--- src/rtl/rsq_pkg.sv ---
package rsq_pkg;

  // Clock and timing
  localparam int CLK_PERIOD_NS   = 10;
  localparam int WDG_PULSE_NS    = 200;
  localparam int WDG_PULSE_CYC   =
    (WDG_PULSE_NS + CLK_PERIOD_NS - 1) / CLK_PERIOD_NS;
  localparam int START_DELAY_CYC = 514;

  // Vector map, two bytes per vector, high byte first
  localparam logic [15:0] VEC_RESET  = 16'hfffe;
  localparam logic [15:0] VEC_LOWEST = 16'hffe0;
  localparam logic [3:0]  VNUM_RESET = 4'h0;
  localparam logic [3:0]  VNUM_TRAP  = 4'h1;
  localparam logic [3:0]  VNUM_TLI   = 4'h2;
  localparam int          MAX_IRQ    = 13;

  // Condition code layout and reset values
  localparam int          CC_I1_BIT = 5;
  localparam int          CC_I0_BIT = 3;
  localparam logic [7:0]  CC_RESET  = 8'hea;
  localparam logic [15:0] SP_RESET  = 16'h01ff;

  // Priority codes {high bit, low bit}
  localparam logic [1:0] LVL0_CODE = 2'b10;
  localparam logic [1:0] LVL1_CODE = 2'b01;
  localparam logic [1:0] LVL2_CODE = 2'b00;
  localparam logic [1:0] LVL3_CODE = 2'b11;

  // Priority register file
  localparam int         NUM_PRIO_REGS = 4;
  localparam int         NUM_FIELDS    = 14;
  localparam int         FIELD_W       = 2;

  // Index of last stack frame byte (five bytes) and pin synchroniser idle value
  localparam logic [2:0] FRAME_LAST = 3'h4;
  localparam logic [4:0] SYNC_IDLE  = 5'h02;

  typedef struct packed {
    logic [15:0] pc;
    logic [7:0]  x;
    logic [7:0]  a;
    logic [7:0]  cc;
    logic [15:0] sp;
  } rsq_ctx_s;

  typedef struct packed {
    logic        req;
    logic        we;
    logic [15:0] addr;
    logic [7:0]  wdata;
  } rsq_mem_s;

  typedef enum logic [3:0] {
    S_HOLD = 4'h0,
    S_WAIT = 4'h1,
    S_RVEC = 4'h2,
    S_RUN  = 4'h3,
    S_PUSH = 4'h4,
    S_IVEC = 4'h5,
    S_POP  = 4'h6,
    S_LOAD = 4'h7
  } rsq_state_e;

  // Code to numeric level, 0 lowest
  function automatic logic [1:0] rsqLevel(input logic [1:0] code);
    case (code)
      LVL0_CODE: rsqLevel = 2'h0;
      LVL1_CODE: rsqLevel = 2'h1;
      LVL2_CODE: rsqLevel = 2'h2;
      default:   rsqLevel = 2'h3;
    endcase
  endfunction

endpackage

--- src/rtl/rsq_prio_regs.sv ---
`timescale 1ns/10ps
module rsq_prio_regs
  import rsq_pkg::*;
(
  // Clock
  input  wire logic                          mclk,
  input  wire logic                          srst,
  input  wire logic                          ce,
  // Write port
  input  wire logic                          wrEn,
  input  wire logic [1:0]                    wrIdx,
  input  wire logic [7:0]                    wrData,
  // Read port
  input  wire logic [1:0]                    rdIdx,
  output logic      [7:0]                    rdData_q,
  // All fields for arbitration
  output logic      [NUM_FIELDS*FIELD_W-1:0] fields_q
);

  logic [NUM_FIELDS*FIELD_W-1:0] fields_d;
  logic [7:0]                    rdData_d;
  logic [NUM_PRIO_REGS*8-1:0]    allBits;

  // Upper half of last register has no fields and reads as ones
  assign allBits = {{2{LVL3_CODE}}, fields_q};

  genvar f;
  generate
    for (f = 0; f < NUM_FIELDS; f++) begin : g_field
      localparam logic [1:0] REG_SEL = 2'(f / 4);
      localparam int         POS     = (f % 4) * FIELD_W;
      always_comb begin
        fields_d[f*FIELD_W +: FIELD_W] = fields_q[f*FIELD_W +: FIELD_W];
        // Main level cannot be stored; old value kept
        if (wrEn && wrIdx == REG_SEL &&
            wrData[POS +: FIELD_W] != LVL0_CODE) begin
          fields_d[f*FIELD_W +: FIELD_W] = wrData[POS +: FIELD_W];
        end
      end
    end
  endgenerate

  always_comb begin
    rdData_d = allBits[{rdIdx, 3'b000} +: 8];
  end

  always_ff @(posedge mclk) begin
    if (srst) begin
      fields_q <= {NUM_FIELDS{LVL3_CODE}};
      rdData_q <= 8'h00;
    end else if (ce) begin
      fields_q <= fields_d;
      rdData_q <= rdData_d;
    end
  end

endmodule

--- src/rtl/rsq_reset_interrupt_sequencer.sv ---
`timescale 1ns/10ps
module rsq_reset_interrupt_sequencer
  import rsq_pkg::*;
#(
  parameter int          NUM_IRQ     = MAX_IRQ,
  parameter int          START_DELAY = START_DELAY_CYC,
  parameter logic [15:0] SP_INIT     = SP_RESET
)
(
  // Clock
  input  wire logic               mclk,
  input  wire logic               srst,
  input  wire logic               ce,
  // Reset sources and reset pin
  input  wire logic               oscActive,
  input  wire logic               supplyLowAsync,
  input  wire logic               supplyMonitorDisableOption,
  input  wire logic               wdgExpire,
  input  wire logic               rstPinIn,
  output logic                    rstPinOut_q,
  output logic                    rstPinOeN_q,
  // Interrupt requests
  input  wire logic [NUM_IRQ-1:0] irqReq,
  input  wire logic               topLevelInterrupt,
  input  wire logic               trapReq,
  // Core handshake
  input  wire logic               instrDone,
  input  wire logic               returnFromHandler,
  input  wire rsq_ctx_s           cpuCtx,
  output logic                    coreRun_q,
  output logic                    coreReset_q,
  output logic                    ctxLoad_q,
  output rsq_ctx_s                ctxOut_q,
  output logic                    ackStb_q,
  output logic      [3:0]         ackIdx_q,
  // Priority register access
  input  wire logic               prioWrEn,
  input  wire logic [1:0]         prioWrIdx,
  input  wire logic [7:0]         prioWrData,
  input  wire logic [1:0]         prioRdIdx,
  output logic      [7:0]         prioRdData_q,
  // Memory port
  output rsq_mem_s                memOut_q,
  input  wire logic               memAck,
  input  wire logic [7:0]         memRdata
);

  localparam int DLY_W = $clog2(START_DELAY + 1);
  localparam int WDG_W = $clog2(WDG_PULSE_CYC + 1);

  generate
    if (NUM_IRQ < 1 || NUM_IRQ > MAX_IRQ || START_DELAY < 1) begin : g_chk
      $error("rsq: NUM_IRQ or START_DELAY out of range");
    end
  endgenerate

  // Pin synchroniser: [4] osc, [3] supply low, [2] option, [1] pin, [0] tli
  logic [4:0]       syncA_q;
  logic [4:0]       syncB_q;
  logic [4:0]       pinsRaw;

  rsq_state_e       state_q;
  rsq_state_e       state_d;
  logic [2:0]       cnt_q;
  logic [2:0]       cnt_d;
  logic [DLY_W-1:0] dly_q;
  logic [DLY_W-1:0] dly_d;
  logic [WDG_W-1:0] wdgCnt_q;
  logic [WDG_W-1:0] wdgCnt_d;
  logic [15:0]      vec_q;
  logic [15:0]      vec_d;
  logic [1:0]       newPri_q;
  logic [1:0]       newPri_d;
  rsq_ctx_s         ctx_d;
  rsq_mem_s         mem_d;
  logic             ctxLoad_d;
  logic             ackStb_d;
  logic [3:0]       ackIdx_d;
  logic             rstPinOeN_d;

  logic             oscOk;
  logic             supplyLowEff;
  logic             extRst;
  logic             drivePin;
  logic             rstAny;
  logic [1:0]       curLvl;
  logic             found;
  logic [1:0]       bestLvl;
  logic [1:0]       bestCode;
  logic [3:0]       bestNum;
  logic [7:0]       pushByte;
  logic [NUM_FIELDS*FIELD_W-1:0] prioFields;

  rsq_prio_regs u_prio (
    .mclk     (mclk),
    .srst     (srst),
    .ce       (ce),
    .wrEn     (prioWrEn),
    .wrIdx    (prioWrIdx),
    .wrData   (prioWrData),
    .rdIdx    (prioRdIdx),
    .rdData_q (prioRdData_q),
    .fields_q (prioFields)
  );

  assign pinsRaw = {oscActive, supplyLowAsync, supplyMonitorDisableOption,
                    rstPinIn, topLevelInterrupt};

  // Two stages also stretch the external pulse to whole cycles
  always_ff @(posedge mclk) begin
    if (srst) begin
      syncA_q <= SYNC_IDLE;
      syncB_q <= SYNC_IDLE;
    end else if (ce) begin
      syncA_q <= pinsRaw;
      syncB_q <= syncA_q;
    end
  end

  always_comb begin
    oscOk        = syncB_q[4];
    supplyLowEff = syncB_q[3] && !syncB_q[2];
    extRst       = !syncB_q[1];
    // Internal resets pull the pin; read-back keeps the chip in reset
    drivePin     = supplyLowEff || wdgExpire || wdgCnt_q != '0;
    rstAny       = drivePin || extRst;
    // Pin stays low while the source lasts, so a blank part stays held
    rstPinOeN_d  = !drivePin;
    wdgCnt_d     = wdgCnt_q;
    if (wdgExpire) begin
      wdgCnt_d = WDG_W'(WDG_PULSE_CYC);
    end else if (wdgCnt_q != '0) begin
      wdgCnt_d = wdgCnt_q - 1'b1;
    end
  end

  // Arbiter: level from live core flags, earlier vector wins ties
  always_comb begin
    curLvl   = rsqLevel({cpuCtx.cc[CC_I1_BIT], cpuCtx.cc[CC_I0_BIT]});
    found    = 1'b0;
    bestLvl  = 2'h0;
    bestCode = LVL3_CODE;
    bestNum  = VNUM_RESET;
    for (int j = 0; j < NUM_IRQ; j++) begin
      if (irqReq[j] &&
          rsqLevel(prioFields[2*(j+1) +: 2]) > curLvl &&
          (!found || rsqLevel(prioFields[2*(j+1) +: 2]) > bestLvl)) begin
        found    = 1'b1;
        bestLvl  = rsqLevel(prioFields[2*(j+1) +: 2]);
        bestCode = prioFields[2*(j+1) +: 2];
        bestNum  = 4'(j + 3);
      end
    end
  end

  always_comb begin
    case (cnt_q)
      3'h0:    pushByte = ctxOut_q.pc[7:0];
      3'h1:    pushByte = ctxOut_q.pc[15:8];
      3'h2:    pushByte = ctxOut_q.x;
      3'h3:    pushByte = ctxOut_q.a;
      default: pushByte = ctxOut_q.cc;
    endcase
  end

  always_comb begin
    state_d   = state_q;
    cnt_d     = cnt_q;
    dly_d     = dly_q;
    vec_d     = vec_q;
    newPri_d  = newPri_q;
    ctx_d     = ctxOut_q;
    mem_d     = memOut_q;
    ctxLoad_d = 1'b0;
    ackStb_d  = 1'b0;
    ackIdx_d  = ackIdx_q;
    if (rstAny) begin
      state_d   = S_HOLD;
      dly_d     = '0;
      mem_d.req = 1'b0;
    end else begin
      case (state_q)
        S_HOLD: begin
          if (oscOk) begin
            state_d = S_WAIT;
            dly_d   = '0;
          end
        end
        S_WAIT: begin
          if (!oscOk) begin
            state_d = S_HOLD;
          end else if (dly_q == DLY_W'(START_DELAY - 1)) begin
            state_d = S_RVEC;
            vec_d   = VEC_RESET;
            cnt_d   = 3'h0;
          end else begin
            dly_d = dly_q + 1'b1;
          end
        end
        S_RVEC, S_IVEC: begin
          if (!memOut_q.req) begin
            mem_d.req  = 1'b1;
            mem_d.we   = 1'b0;
            mem_d.addr = vec_q + {15'h0000, cnt_q[0]};
          end else if (memAck) begin
            mem_d.req = 1'b0;
            if (cnt_q == 3'h0) begin
              ctx_d.pc[15:8] = memRdata;
              cnt_d          = 3'h1;
            end else begin
              ctx_d.pc[7:0] = memRdata;
              state_d       = S_LOAD;
              if (state_q == S_RVEC) begin
                ctx_d.cc = CC_RESET;
                ctx_d.sp = SP_INIT;
              end
            end
          end
        end
        S_LOAD: begin
          ctxLoad_d = 1'b1;
          state_d   = S_RUN;
        end
        S_RUN: begin
          // Only sampled at an instruction boundary
          if (instrDone) begin
            cnt_d = 3'h0;
            ctx_d = cpuCtx;
            if (returnFromHandler) begin
              state_d = S_POP;
            end else if (trapReq || syncB_q[0] || found) begin
              state_d  = S_PUSH;
              ackStb_d = 1'b1;
              if (trapReq) begin
                ackIdx_d = VNUM_TRAP;
                newPri_d = LVL3_CODE;
              end else if (syncB_q[0]) begin
                ackIdx_d = VNUM_TLI;
                newPri_d = LVL3_CODE;
              end else begin
                ackIdx_d = bestNum;
                newPri_d = bestCode;
              end
              // Two bytes per vector, lower number sits higher
              vec_d = VEC_RESET - {11'h000, ackIdx_d, 1'b0};
            end
          end
        end
        S_PUSH: begin
          if (!memOut_q.req) begin
            mem_d.req   = 1'b1;
            mem_d.we    = 1'b1;
            mem_d.addr  = ctxOut_q.sp;
            mem_d.wdata = pushByte;
          end else if (memAck) begin
            mem_d.req = 1'b0;
            ctx_d.sp  = ctxOut_q.sp - 16'h0001;
            if (cnt_q == FRAME_LAST) begin
              ctx_d.cc[CC_I1_BIT] = newPri_q[1];
              ctx_d.cc[CC_I0_BIT] = newPri_q[0];
              cnt_d               = 3'h0;
              state_d             = S_IVEC;
            end else begin
              cnt_d = cnt_q + 3'h1;
            end
          end
        end
        S_POP: begin
          if (!memOut_q.req) begin
            mem_d.req  = 1'b1;
            mem_d.we   = 1'b0;
            mem_d.addr = ctxOut_q.sp + 16'h0001;
          end else if (memAck) begin
            mem_d.req = 1'b0;
            ctx_d.sp  = ctxOut_q.sp + 16'h0001;
            case (cnt_q)
              3'h0:    ctx_d.cc        = memRdata;
              3'h1:    ctx_d.a         = memRdata;
              3'h2:    ctx_d.x         = memRdata;
              3'h3:    ctx_d.pc[15:8]  = memRdata;
              default: ctx_d.pc[7:0]   = memRdata;
            endcase
            if (cnt_q == FRAME_LAST) begin
              state_d = S_LOAD;
            end else begin
              cnt_d = cnt_q + 3'h1;
            end
          end
        end
        default: state_d = S_HOLD;
      endcase
    end
  end

  always_ff @(posedge mclk) begin
    if (srst) begin
      state_q     <= S_HOLD;
      cnt_q       <= 3'h0;
      dly_q       <= '0;
      wdgCnt_q    <= '0;
      vec_q       <= VEC_RESET;
      newPri_q    <= LVL3_CODE;
      ctxOut_q    <= '0;
      memOut_q    <= '0;
      ctxLoad_q   <= 1'b0;
      ackStb_q    <= 1'b0;
      ackIdx_q    <= VNUM_RESET;
      coreRun_q   <= 1'b0;
      coreReset_q <= 1'b1;
      rstPinOut_q <= 1'b0;
      rstPinOeN_q <= 1'b1;
    end else if (ce) begin
      state_q     <= state_d;
      cnt_q       <= cnt_d;
      dly_q       <= dly_d;
      wdgCnt_q    <= wdgCnt_d;
      vec_q       <= vec_d;
      newPri_q    <= newPri_d;
      ctxOut_q    <= ctx_d;
      memOut_q    <= mem_d;
      ctxLoad_q   <= ctxLoad_d;
      ackStb_q    <= ackStb_d;
      ackIdx_q    <= ackIdx_d;
      coreRun_q   <= state_d == S_RUN;
      coreReset_q <= state_d == S_HOLD || state_d == S_WAIT ||
                     state_d == S_RVEC;
      rstPinOut_q <= 1'b0;
      rstPinOeN_q <= rstPinOeN_d;
    end
  end

endmodule

--- config.mk ---
export PLATFORM = sky130hd
export DESIGN_NAME = rsq_reset_interrupt_sequencer
export DESIGN_NICKNAME = d
export VERILOG_FILES = /design/src/rtl/rsq_pkg.sv /design/src/rtl/rsq_prio_regs.sv /design/src/rtl/rsq_reset_interrupt_sequencer.sv
export SDC_FILE = /design/constraint.sdc
export NUM_CORES = 1
export LEC_CHECK = 0
export BUFFER_PORTS_ARGS = -buffer_cell sky130_fd_sc_hd__buf_2
export CAP_MARGIN = 0
export CORE_MARGIN = 2
export CORE_UTILIZATION = 45
export CTS_CLUSTER_SIZE = 10
export DETAILED_ROUTE_END_ITERATION = 16
export GPL_ROUTABILITY_DRIVEN = 0
export PLACE_DENSITY = 0.74
export SLEW_MARGIN = 15
export SYNTH_ARGS = -nofsm -noshare
export SYNTH_HDL_FRONTEND = slang
export SYNTH_HIERARCHICAL = 1
export SYNTH_SLANG_ARGS = --single-unit
--- constraint.sdc ---
create_clock -name mclk -period 50.4 [get_ports mclk]
set_input_delay 2.52 -clock mclk [delete_from_list [all_inputs] [get_ports mclk]]
set_output_delay 2.52 -clock mclk [all_outputs]
set_load 0.02 [all_outputs]
==> impl_metrics.json, run 1 <==
{
  "hold_viol_final": 0,
  "io_buffers": 201,
  "timing.critical_path.mode_cell": "ha_1",
  "synth_cell_types": 87,
  "power_density_nw_per_um2": 31.33,
  "core_um2": 24180,
  "dp_hpwl_mm": 24.45,
  "syn_inst": 1393,
  "wl_per_cell_um": 17.90,
  "syn_avg_cell_area_um2": 7.889,
  "worst_pin_slew_ns": 1.101,
  "die_x_um": 160.3,
  "critical_path_class": "in -> reg",
  "crit_slowest_cell": "a31oi_1",
  "syn_area_um2": 10990,
  "reg2reg_depth": 82,
  "start_kind": "input port",
  "cts_resized": 0,
  "cts_root_buf": "clkbuf_16",
  "slew_violations": 0,
  "dpl_cell_area_um2": 12100,
  "drt_first_pass_iters": 9,
  "hold_buffers": 0,
  "finalSetupViolCount": 0,
  "p_seq_share_pct": 34.0,
  "cts.clk_slew.worst_paths_ns": 0.07,
  "stdcell_area_um2": 12700,
  "fmaxAchievable_mhz": 47.50,
  "grt_max_degree": 93,
  "cts_sinks": 165,
  "critPathArrivalTime_ns": 21.36,
  "drt-initial-drc-count": 1106,
  "die_area_um2": 25690,
  "period_minus_slack_ns": 21.05,
  "cp-end-kind": "flop",
  "layout.nets": 1723,
  "final_common_cell": "buf_2",
  "fin_crit_sh_pct": 41.77,
  "drv_cap": 0,
  "fp.dieH_um": 160.3,
  "ant_nets": 0,
  "routed_via_density": 6.039,
  "synth_edf_count": 0,
  "rsz0062_at_grt": "false",
  "synth_fp_nets": 1585,
  "start_util_pct": 45.45,
  "rows": 57,
  "hold_depth": 2,
  "max_stage_delay_ns": 0.77,
  "final_cell_mix": "buf_2 (200), nor2_1 (194), dfxtp_1 (165)",
  "synthTopCellsByArea": "dfxtp_1 (30%), ha_1 (10%), nor2_1 (6.6%), a21oi_1 (6.0%), a211oi_1 (4.4%)",
  "gr-total-overflow": 0,
  "final.setup_skew_ns": 0.03009,
  "hold_class": "reg -> reg",
  "power_switching_w": 0.0001458,
  "slew_headroom_pct": 26.54,
  "status": "finished, final reports clean",
  "cts_tree": "yes",
  "clk_latency_ns": 0.45,
  "power_frac_comb_pct": 33.6,
  "swShare_pct": 36.65,
  "num_vias": 11290,
  "synth_top_cell_by_area": "dfxtp_1",
  "grt_pass1_vias": 10180,
  "drt_wl_total_mm": 33.46,
  "numCtsBuffers": 17,
  "clock_path_buffers": 2,
  "required_ns": 50.71,
  "yosys.area.top_type_share_pct": 30.06,
  "io_pins": 203,
  "ys_async_sr_fraction_pct": 0,
  "p_int_w": 0.0002520,
  "yosys_warnings": 6,
  "post_cts_buffers": 0,
  "clock_power_share_pct": 32.4,
  "p_leak_nw": 5.500,
  "area_growth_pct": 15.53,
  "layout-drive-gt1-share_pct": 18.07,
  "antenna_found_initial": 1,
  "grtUsageTotal_pct": 25.19,
  "grt_pass1_wl_mm": 52.93,
  "peakVddDrop_v": 0.00001927,
  "synthFlopType": "dfxtp_1",
  "ys_seq_area_share_pct": 30.06,
  "path_max_fanout": 15,
  "htreeDepth": 4,
  "drt_drc_violations_left": 0,
  "ys_ff_latch": 165,
  "tns_ns": 0
}
[layer usage]
layer / up-vias / track usage (%) / routed length (um)
li1: 5409 / - / -
met1: 5328 / 34.19 / 14620
met2: 493 / 40.48 / 15490
met3: 57 / 5.169 / 2734
met4: 0 / 7.494 / 625
met5: - / 0 / 0
[metrics by stage]
stage | setup slack, ns | total power (W) | cells | hold slack (ns) | util, %
2_1_floorplan | 32.30 | 0.0002379 | 1393 | 0.4333 | -
3_3_place_gp | 30.11 | 0.0002641 | 1835 | 0.4464 | 50.06
4_1_cts | 29.67 | 0.0003965 | 1867 | 0.4679 | 52.47
6_report | 29.35 | 0.0003978 | 1869 | 0.4622 | 52.51
5_1_grt | 27.54 | 0.0004230 | 1868 | 0.4887 | 52.50
3_5_place_dp | 29.29 | 0.0002684 | 1835 | 0.4480 | 50.06
[worst max-delay path, delay by kind of cell]
kind,cells,cell delay [ns]
mux,1,0.42
buf+inv,5,0.71
compound gates,47,11.31
simple gates,16,2.47
fa+ha+maj,14,3.93
[cells by family (layout without fill, tap and decap cells)]
logic type,count (synthesis),count (layout),synth area share (%)
DFF,165,165,30.06
and+or+nand+nor,489,489,21.67
other,1,2,0.03412
AOI/OAI and AO/OA,439,439,26.90
adders and majority gates,89,89,10.13
muxes,35,35,3.689
xor gates and xnor gates,25,25,1.992
buffers and inverters,150,301,5.522
[cell usage after synthesis, drive strengths merged, types with 8 or more instances]
master  instances
buf            23
ha             89
nand4          16
dfxtp         165
o21ai          67
nand3          26
a221oi         22
xor2           19
mux2i          27
a222oi         10
a22oi          11
a211oi         64
nand2b          9
a21oi         134
a21o            9
and2           16
or3             8
nor2b          21
a31oi           8
o221ai         10
o211ai         18
o21bai         15
nand2         116
clkbuf         68
nor4           11
nor2          194
nor3           23
inv            58
[final timing paths]
kind | startpoint | to | slack [ns]
setup / recovery | cpuCtx[19] | newPri_q[1]$_SDFFE_PP1P_ | 29.35
hold / removal | syncA_q[1]$_SDFFE_PP1P_ | syncB_q[1]$_SDFFE_PP1P_ | 0.46
setup reg to reg | u_prio/fields_q[3]$_SDFFE_PP1P_ | newPri_q[1]$_SDFFE_PP1P_ | 31.42
hold reg to reg | syncA_q[1]$_SDFFE_PP1P_ | syncB_q[1]$_SDFFE_PP1P_ | 0.46
[power groups by stage]
| stage | registers [W] | logic [W] | clock network [W] |
|---|---|---|---|
| 2_1_floorplan | 0.000139 | 0.0000994 | 0 |
| 3_3_place_gp | 0.000138 | 0.000126 | 0 |
| 3_5_place_dp | 0.000138 | 0.000130 | 0 |
| 4_1_cts | 0.000135 | 0.000131 | 0.000130 |
| 5_1_grt | 0.000136 | 0.000151 | 0.000136 |
| 6_report | 0.000135 | 0.000133 | 0.000129 |
[sequential cells by signal, indices dropped and copies added (netlist names)]
name             count
newPri_q             2
u_prio/rdData_q      8
dly_q               10
memOut_q            26
ctxLoad_q            1
syncB_q              5
ackStb_q             1
syncA_q              5
coreRun_q            1
cnt_q                3
coreReset_q          1
u_prio/fields_q     28
rstPinOeN_q          1
vec_q                4
ackIdx_q             4
wdgCnt_q             5
ctxOut_q            56
state_q              4
[cell type report]
cell class | instances | area [um2]
Clock buffer | 17 | 425.4
Tap cell | 324 | 405.4
Timing Repair Buffer | 210 | 1076
Clock inverter | 15 | 156.4
Multi-Input combinational cell | 1078 | 7106
Antenna cell | 1 | 2.502
Fill cell | 2298 | 11480
Inverter | 59 | 221.5
Sequential cell | 165 | 3303
(Power assumes the default switching activity.)
==> inputs of run 2 (changes only) <==
Settings changed: PLACE_DENSITY 0.74 to 0.76.
Clock period 50.4 ns to 19.1 ns, I/O delays scaled along.
==> run 2 against run 1 <==
Effect of this change:
- worst setup slack lost 28 ns
- first-iteration DRC count down 6.7%
- critical path depth is 1 higher
- cell count up 0.16%
- clock skew fell by 0.0099 ns
- combinational power grew to 2.8 times the previous value
- sequential cell count did not move
==> impl_metrics.json, run 2 (synthesized netlist as in run 1, its figures left out) <==
{
  "fmaxAchievable_mhz": 56.40,
  "die_x_um": 160.3,
  "tns_ns": 0,
  "required_ns": 19.42,
  "largest_register_ff_count": 56,
  "wl_met2_mm": 15.44,
  "io_pins": 203,
  "r2r_slack_ns": 1.80,
  "slew_headroom_pct": 26.36,
  "io_buffers": 201,
  "reg2reg_depth": 83,
  "hold_buffers": 0,
  "path_buf_inv": 5,
  "routed_via_density": 5.991,
  "num-fill-cells": 2281,
  "cp-end-kind": "flop",
  "drt_drc_violations_left": 0,
  "grt_pass1_wl_mm": 52.69,
  "wl_per_cell_um": 17.75,
  "drt_first_pass_iters": 8,
  "max_stage_delay_ns": 0.43,
  "wl_met1_mm": 14.36,
  "fp.dieH_um": 160.3,
  "dp_hpwl_mm": 24.48,
  "drt_wl_total_mm": 33.24,
  "cts_root_buf": "clkbuf_16",
  "antenna_found_initial": 1,
  "core_um2": 24180,
  "hold_viol_final": 0,
  "timing.critical_path.mode_cell": "ha_1",
  "peakVddDrop_v": 0.00005187,
  "clk_latency_ns": 0.44,
  "hold_class": "reg -> reg",
  "start_util_pct": 45.45,
  "placedCellCount": 1838,
  "crit_slowest_cell": "or2_2",
  "route.met3.wl_mm": 2.649,
  "clock_path_buffers": 2,
  "grt_pass1_vias": 10250,
  "grtUsageTotal_pct": 24.99,
  "worst_pin_slew_ns": 1.104,
  "drt-initial-drc-count": 1032,
  "p_leak_nw": 5.534,
  "rsz0062_at_grt": "false",
  "final_common_cell": "buf_2",
  "reg_top3": "ctxOut_q (56), u_prio/fields_q (28), memOut_q (26)",
  "cts.clk_slew.worst_paths_ns": 0.07,
  "top_register": "ctxOut_q",
  "period_minus_slack_ns": 17.73,
  "rr_endpoint": "newPri_q[1]$_SDFFE_PP1P_",
  "power_density_nw_per_um2": 83.82,
  "cts_tree": "yes",
  "critical_path_class": "in -> reg",
  "cp.depth": 84,
  "numCtsBuffers": 17,
  "die_area_um2": 25690,
  "critPathArrivalTime_ns": 18.05,
  "final_cells": 1872,
  "cts_sinks": 165,
  "final-seq-area_um2": 3303,
  "num_vias": 11220,
  "fin_crit_sh_pct": 92.83,
  "area_growth_pct": 16.24,
  "grt_max_degree": 86,
  "gr-total-overflow": 0,
  "layout.nets": 1726,
  "status": "finished, final reports clean",
  "layout-drive-gt1-share_pct": 18.81,
  "slew_violations": 0,
  "crit_end": "newPri_q[1]$_SDFFE_PP1P_",
  "multiInputGateArea_um2": 7142,
  "finalSetupViolCount": 0,
  "p_total_w": 0.001071,
  "htreeDepth": 4,
  "start_kind": "input port",
  "final.setup_skew_ns": 0.02023,
  "final_cell_mix": "buf_2 (200), nor2_1 (194), dfxtp_1 (165)",
  "path_max_fanout": 15,
  "ant_nets": 0,
  "r2r_start": "u_prio/fields_q[3]$_SDFFE_PP1P_",
  "routed.top_layer": "met4",
  "startpoint": "cpuCtx[19]",
  "critPathTopFamily": "compound AO/OA/AOI/OAI gates",
  "drv_cap": 0,
  "rows": 57
}
run 2: cell types whose count changed in the layout (fill, tap and decap cells not counted), moves of 3 or more:
cell | previous run | this run
inv_8 | 7 | 2
a21oi_1 | 132 | 128
a21oi_2 | 2 | 6
clkinv_8 | 2 | 5
clkinvlp_4 | 3 | 0
run 2: how the worst min path moves through the flow:
stage | cells past startpoint | start | endpoint
after detailed placement | 2 | ctxLoad_q$_SDFFE_PP0P_ | ctxLoad_q$_SDFFE_PP0P_
after floorplan | 2 | u_prio/fields_q[0]$_SDFFE_PP1P_ | u_prio/fields_q[0]$_SDFFE_PP1P_
after CTS | 2 | ctxLoad_q$_SDFFE_PP0P_ | ctxLoad_q$_SDFFE_PP0P_
final | 2 | ctxLoad_q$_SDFFE_PP0P_ | ctxLoad_q$_SDFFE_PP0P_
after global placement | 2 | u_prio/fields_q[0]$_SDFFE_PP1P_ | u_prio/fields_q[0]$_SDFFE_PP1P_
after global routing | 2 | ctxLoad_q$_SDFFE_PP0P_ | ctxLoad_q$_SDFFE_PP0P_
run 2: layout make-up:
cell class | instances | area share, %
clock inverters | 14 | 1.264
multi-input cells | 1078 | 55.91
well taps | 324 | 3.174
repair buffers | 213 | 8.600
inverters | 59 | 1.734
flip-flops and latches | 165 | 25.86
clock buffers | 18 | 3.438
diodes | 1 | 0.01959
run 2: metal layers:
metal | GRT usage (%) | up-vias
met2 | 40.75 | 494
met1 | 33.09 | 5262
met4 | 8.395 | 0
li1 | - | 5398
met5 | 0 | -
met3 | 5.039 | 62
run 2: repair_timing:
action	CTS	global route
resized for setup	0	11
buffers inserted	0	0
hold endpoints to repair	0	0
endpoints found under the setup margin	0	10
run 2: power breakdown:
| part | total (W) | leakage [nW] | internal, W | switching [W] |
|---|---|---|---|---|
| clock | 0.000345 | 0.294 | 0.000179 | 0.000166 |
| sequential | 0.000357 | 1.34 | 0.000350 | 0.00000640 |
| combinational | 0.000369 | 3.90 | 0.000147 | 0.000223 |
run 2: worst min-delay path: stages (launching register included):
cell and delay [ns]:
dfxtp_1 0.31, nand2_1 0.06, a21oi_1 0.05
run 2: metrics by stage:
step	util (%)	hold slack (ns)	instance area, um2	worst slack, ns
final	52.83	0.4603	12770	1.369
after global routing	52.82	0.4812	12770	0.009225
after CTS	52.64	0.4633	12730	0.7632
after detailed placement	50.16	0.4530	12130	0.4012
after global placement	50.16	0.4472	12130	1.303
after floorplan	-	0.4333	10990	2.561
==> inputs of run 3 (changes only) <==
Settings changed: CTS_BUF_LIST from default to sky130_fd_sc_hd__clkbuf_2.
==> run 3 against run 2 <==
Effect of this change:
- cell count hardly changed
- worst setup slack improved by 0.18 ns
- power fell by 15%
- wire length down 1.9%
- design area fell by 2.9%
- critical path type unchanged
- fmax grew 1.0%
- clock-buffer cell count shrank 1
==> impl_metrics.json, run 3 (synthesized netlist as in run 1, its figures left out) <==
{
  "timing.critical_path.mode_cell": "ha_1",
  "dp_hpwl_mm": 24.48,
  "final-seq-area_um2": 3303,
  "hold_viol_final": 0,
  "final.setup_skew_ns": 0.06673,
  "finalSetupViolCount": 0,
  "period_minus_slack_ns": 17.55,
  "hold_buffers": 0,
  "start_util_pct": 45.45,
  "cts_tree": "yes",
  "post_cts_buffers": 0,
  "dpl_cell_area_um2": 12130,
  "gr-total-overflow": 0,
  "fmaxAchievable_mhz": 56.98,
  "antenna_found_initial": 2,
  "area_growth_pct": 12.91,
  "peakVddDrop_v": 0.00005089,
  "rows": 57,
  "final_common_cell": "buf_2",
  "status": "finished, final reports clean",
  "p_leak_nw": 5.386,
  "power_density_nw_per_um2": 73.45,
  "tns_ns": 0,
  "slew_headroom_pct": 26.30,
  "cp-end-kind": "flop",
  "drt-initial-drc-count": 1022,
  "fin_util_pct": 51.32,
  "largest_register_ff_count": 56,
  "cts_sinks": 165,
  "cts.clk_slew.worst_paths_ns": 0.30,
  "crit_slowest_cell": "a211oi_1",
  "ant_nets": 0,
  "grtUsageTotal_pct": 24.60,
  "worst_pin_slew_ns": 1.104,
  "io_pins": 203,
  "drt_wl_total_mm": 32.62,
  "num-fill-cells": 2346,
  "final_cell_mix": "buf_2 (200), nor2_1 (194), dfxtp_1 (165)",
  "fp.dieH_um": 160.3,
  "top_register": "ctxOut_q",
  "clock_path_buffers": 2,
  "cts_root_buf": "clkbuf_2",
  "max_stage_delay_ns": 0.44,
  "multiInputGateArea_um2": 7124,
  "layout-drive-gt1-share_pct": 18.49,
  "hold_class": "in -> reg",
  "critical_path_class": "in -> reg",
  "wl_per_cell_um": 17.42,
  "grt_max_degree": 86,
  "grt_pass1_vias": 10180,
  "required_ns": 19.77,
  "core_um2": 24180,
  "die_x_um": 160.3,
  "reg_top3": "ctxOut_q (56), u_prio/fields_q (28), memOut_q (26)",
  "num_vias": 11230,
  "io_buffers": 201,
  "start_kind": "input port",
  "htreeDepth": 4,
  "drt_drc_violations_left": 0,
  "layout.nets": 1726,
  "drv_cap": 0,
  "fin_crit_sh_pct": 91.88,
  "stdcell_area_um2": 12410,
  "path_max_fanout": 15,
  "grt_pass1_wl_mm": 51.96,
  "critPathArrivalTime_ns": 18.22,
  "routed_via_density": 5.996,
  "rsz0062_at_grt": "false",
  "die_area_um2": 25690,
  "numCtsBuffers": 17,
  "drt_first_pass_iters": 8,
  "slew_violations": 0,
  "clk_latency_ns": 0.78
}
[run 3: changes by cell type in the layout (fill, tap and decap cells not counted)]
cell | before | now
a21oi_1 | 128 | 129
o21ai_2 | 1 | 0
clkbuf_16 | 17 | 0
clkbuf_2 | 0 | 17
diode_2 | 1 | 2
a21oi_2 | 6 | 5
a211oi_1 | 62 | 64
clkinv_1 | 1 | 2
clkbuf_8 | 1 | 0
o21ai_1 | 2 | 3
a211oi_2 | 2 | 0
[run 3: cell type report]
cell class | count | area share, %
Clock inverter | 15 | 1.331
Inverter | 59 | 1.785
Clock buffer | 17 | 0.6857
Timing Repair Buffer | 213 | 8.853
Tap cell | 324 | 3.267
Antenna cell | 2 | 0.04033
Sequential cell | 165 | 26.62
Multi-Input combinational cell | 1078 | 57.42
[run 3: worst max-delay path: cells and delay by family]
kind / cells / cell delay (ns)
buf+inv: 5 / 0.75
simple gates: 17 / 2.83
mux: 1 / 0.35
compound gates: 47 / 9.35
fa+ha+maj: 14 / 3.96
[run 3: per-layer routing]
metal	vias up	routed length, um	GRT usage (%)
li1	5406	-	-
met1	5255	14070	32.58
met2	501	14970	39.63
met3	69	2764	5.169
met4	0	812	8.968
met5	-	0	0
[run 3: worst paths after layout]
kind	cells after the start	start	slack (ns)	endpoint
worst max register to register	83	u_prio/fields_q[3]$_SDFFE_PP1P_	1.61	newPri_q[1]$_SDFFE_PP1P_
worst max-delay path	84	cpuCtx[19]	1.55	newPri_q[1]$_SDFFE_PP1P_
worst min-delay path	3	supplyLowAsync	0.40	syncA_q[3]$_SDFFE_PP0P_
worst min register to register	2	syncA_q[1]$_SDFFE_PP1P_	0.46	syncB_q[1]$_SDFFE_PP1P_
[run 3: what timing repair did]
item                                    in CTS  in global routing
endpoints found under the setup margin       0                 10
endpoints found under the hold margin        0                  0
gates resized for setup                      0                  7
[run 3: through the flow]
step	hold slack, ns	total power (W)	worst slack, ns	cells
detailed placement	0.4530	0.0007145	0.4012	1838
global placement	0.4472	0.0006999	1.303	1838
global route	0.3768	0.0009748	0.03033	1872
finish	0.3984	0.0009114	1.551	1873
floorplan	0.4333	0.0006277	2.561	1393
CTS	0.3658	0.0009052	1.164	1870
[run 3: power by group]
group          leakage, nW  total [W]  switching (W)  internal, W
sequential            1.34   0.000359     0.00000632     0.000352
clock                0.149   0.000189       0.000146    0.0000432
combinational         3.90   0.000364       0.000219     0.000145
total                 5.39   0.000911       0.000371     0.000540
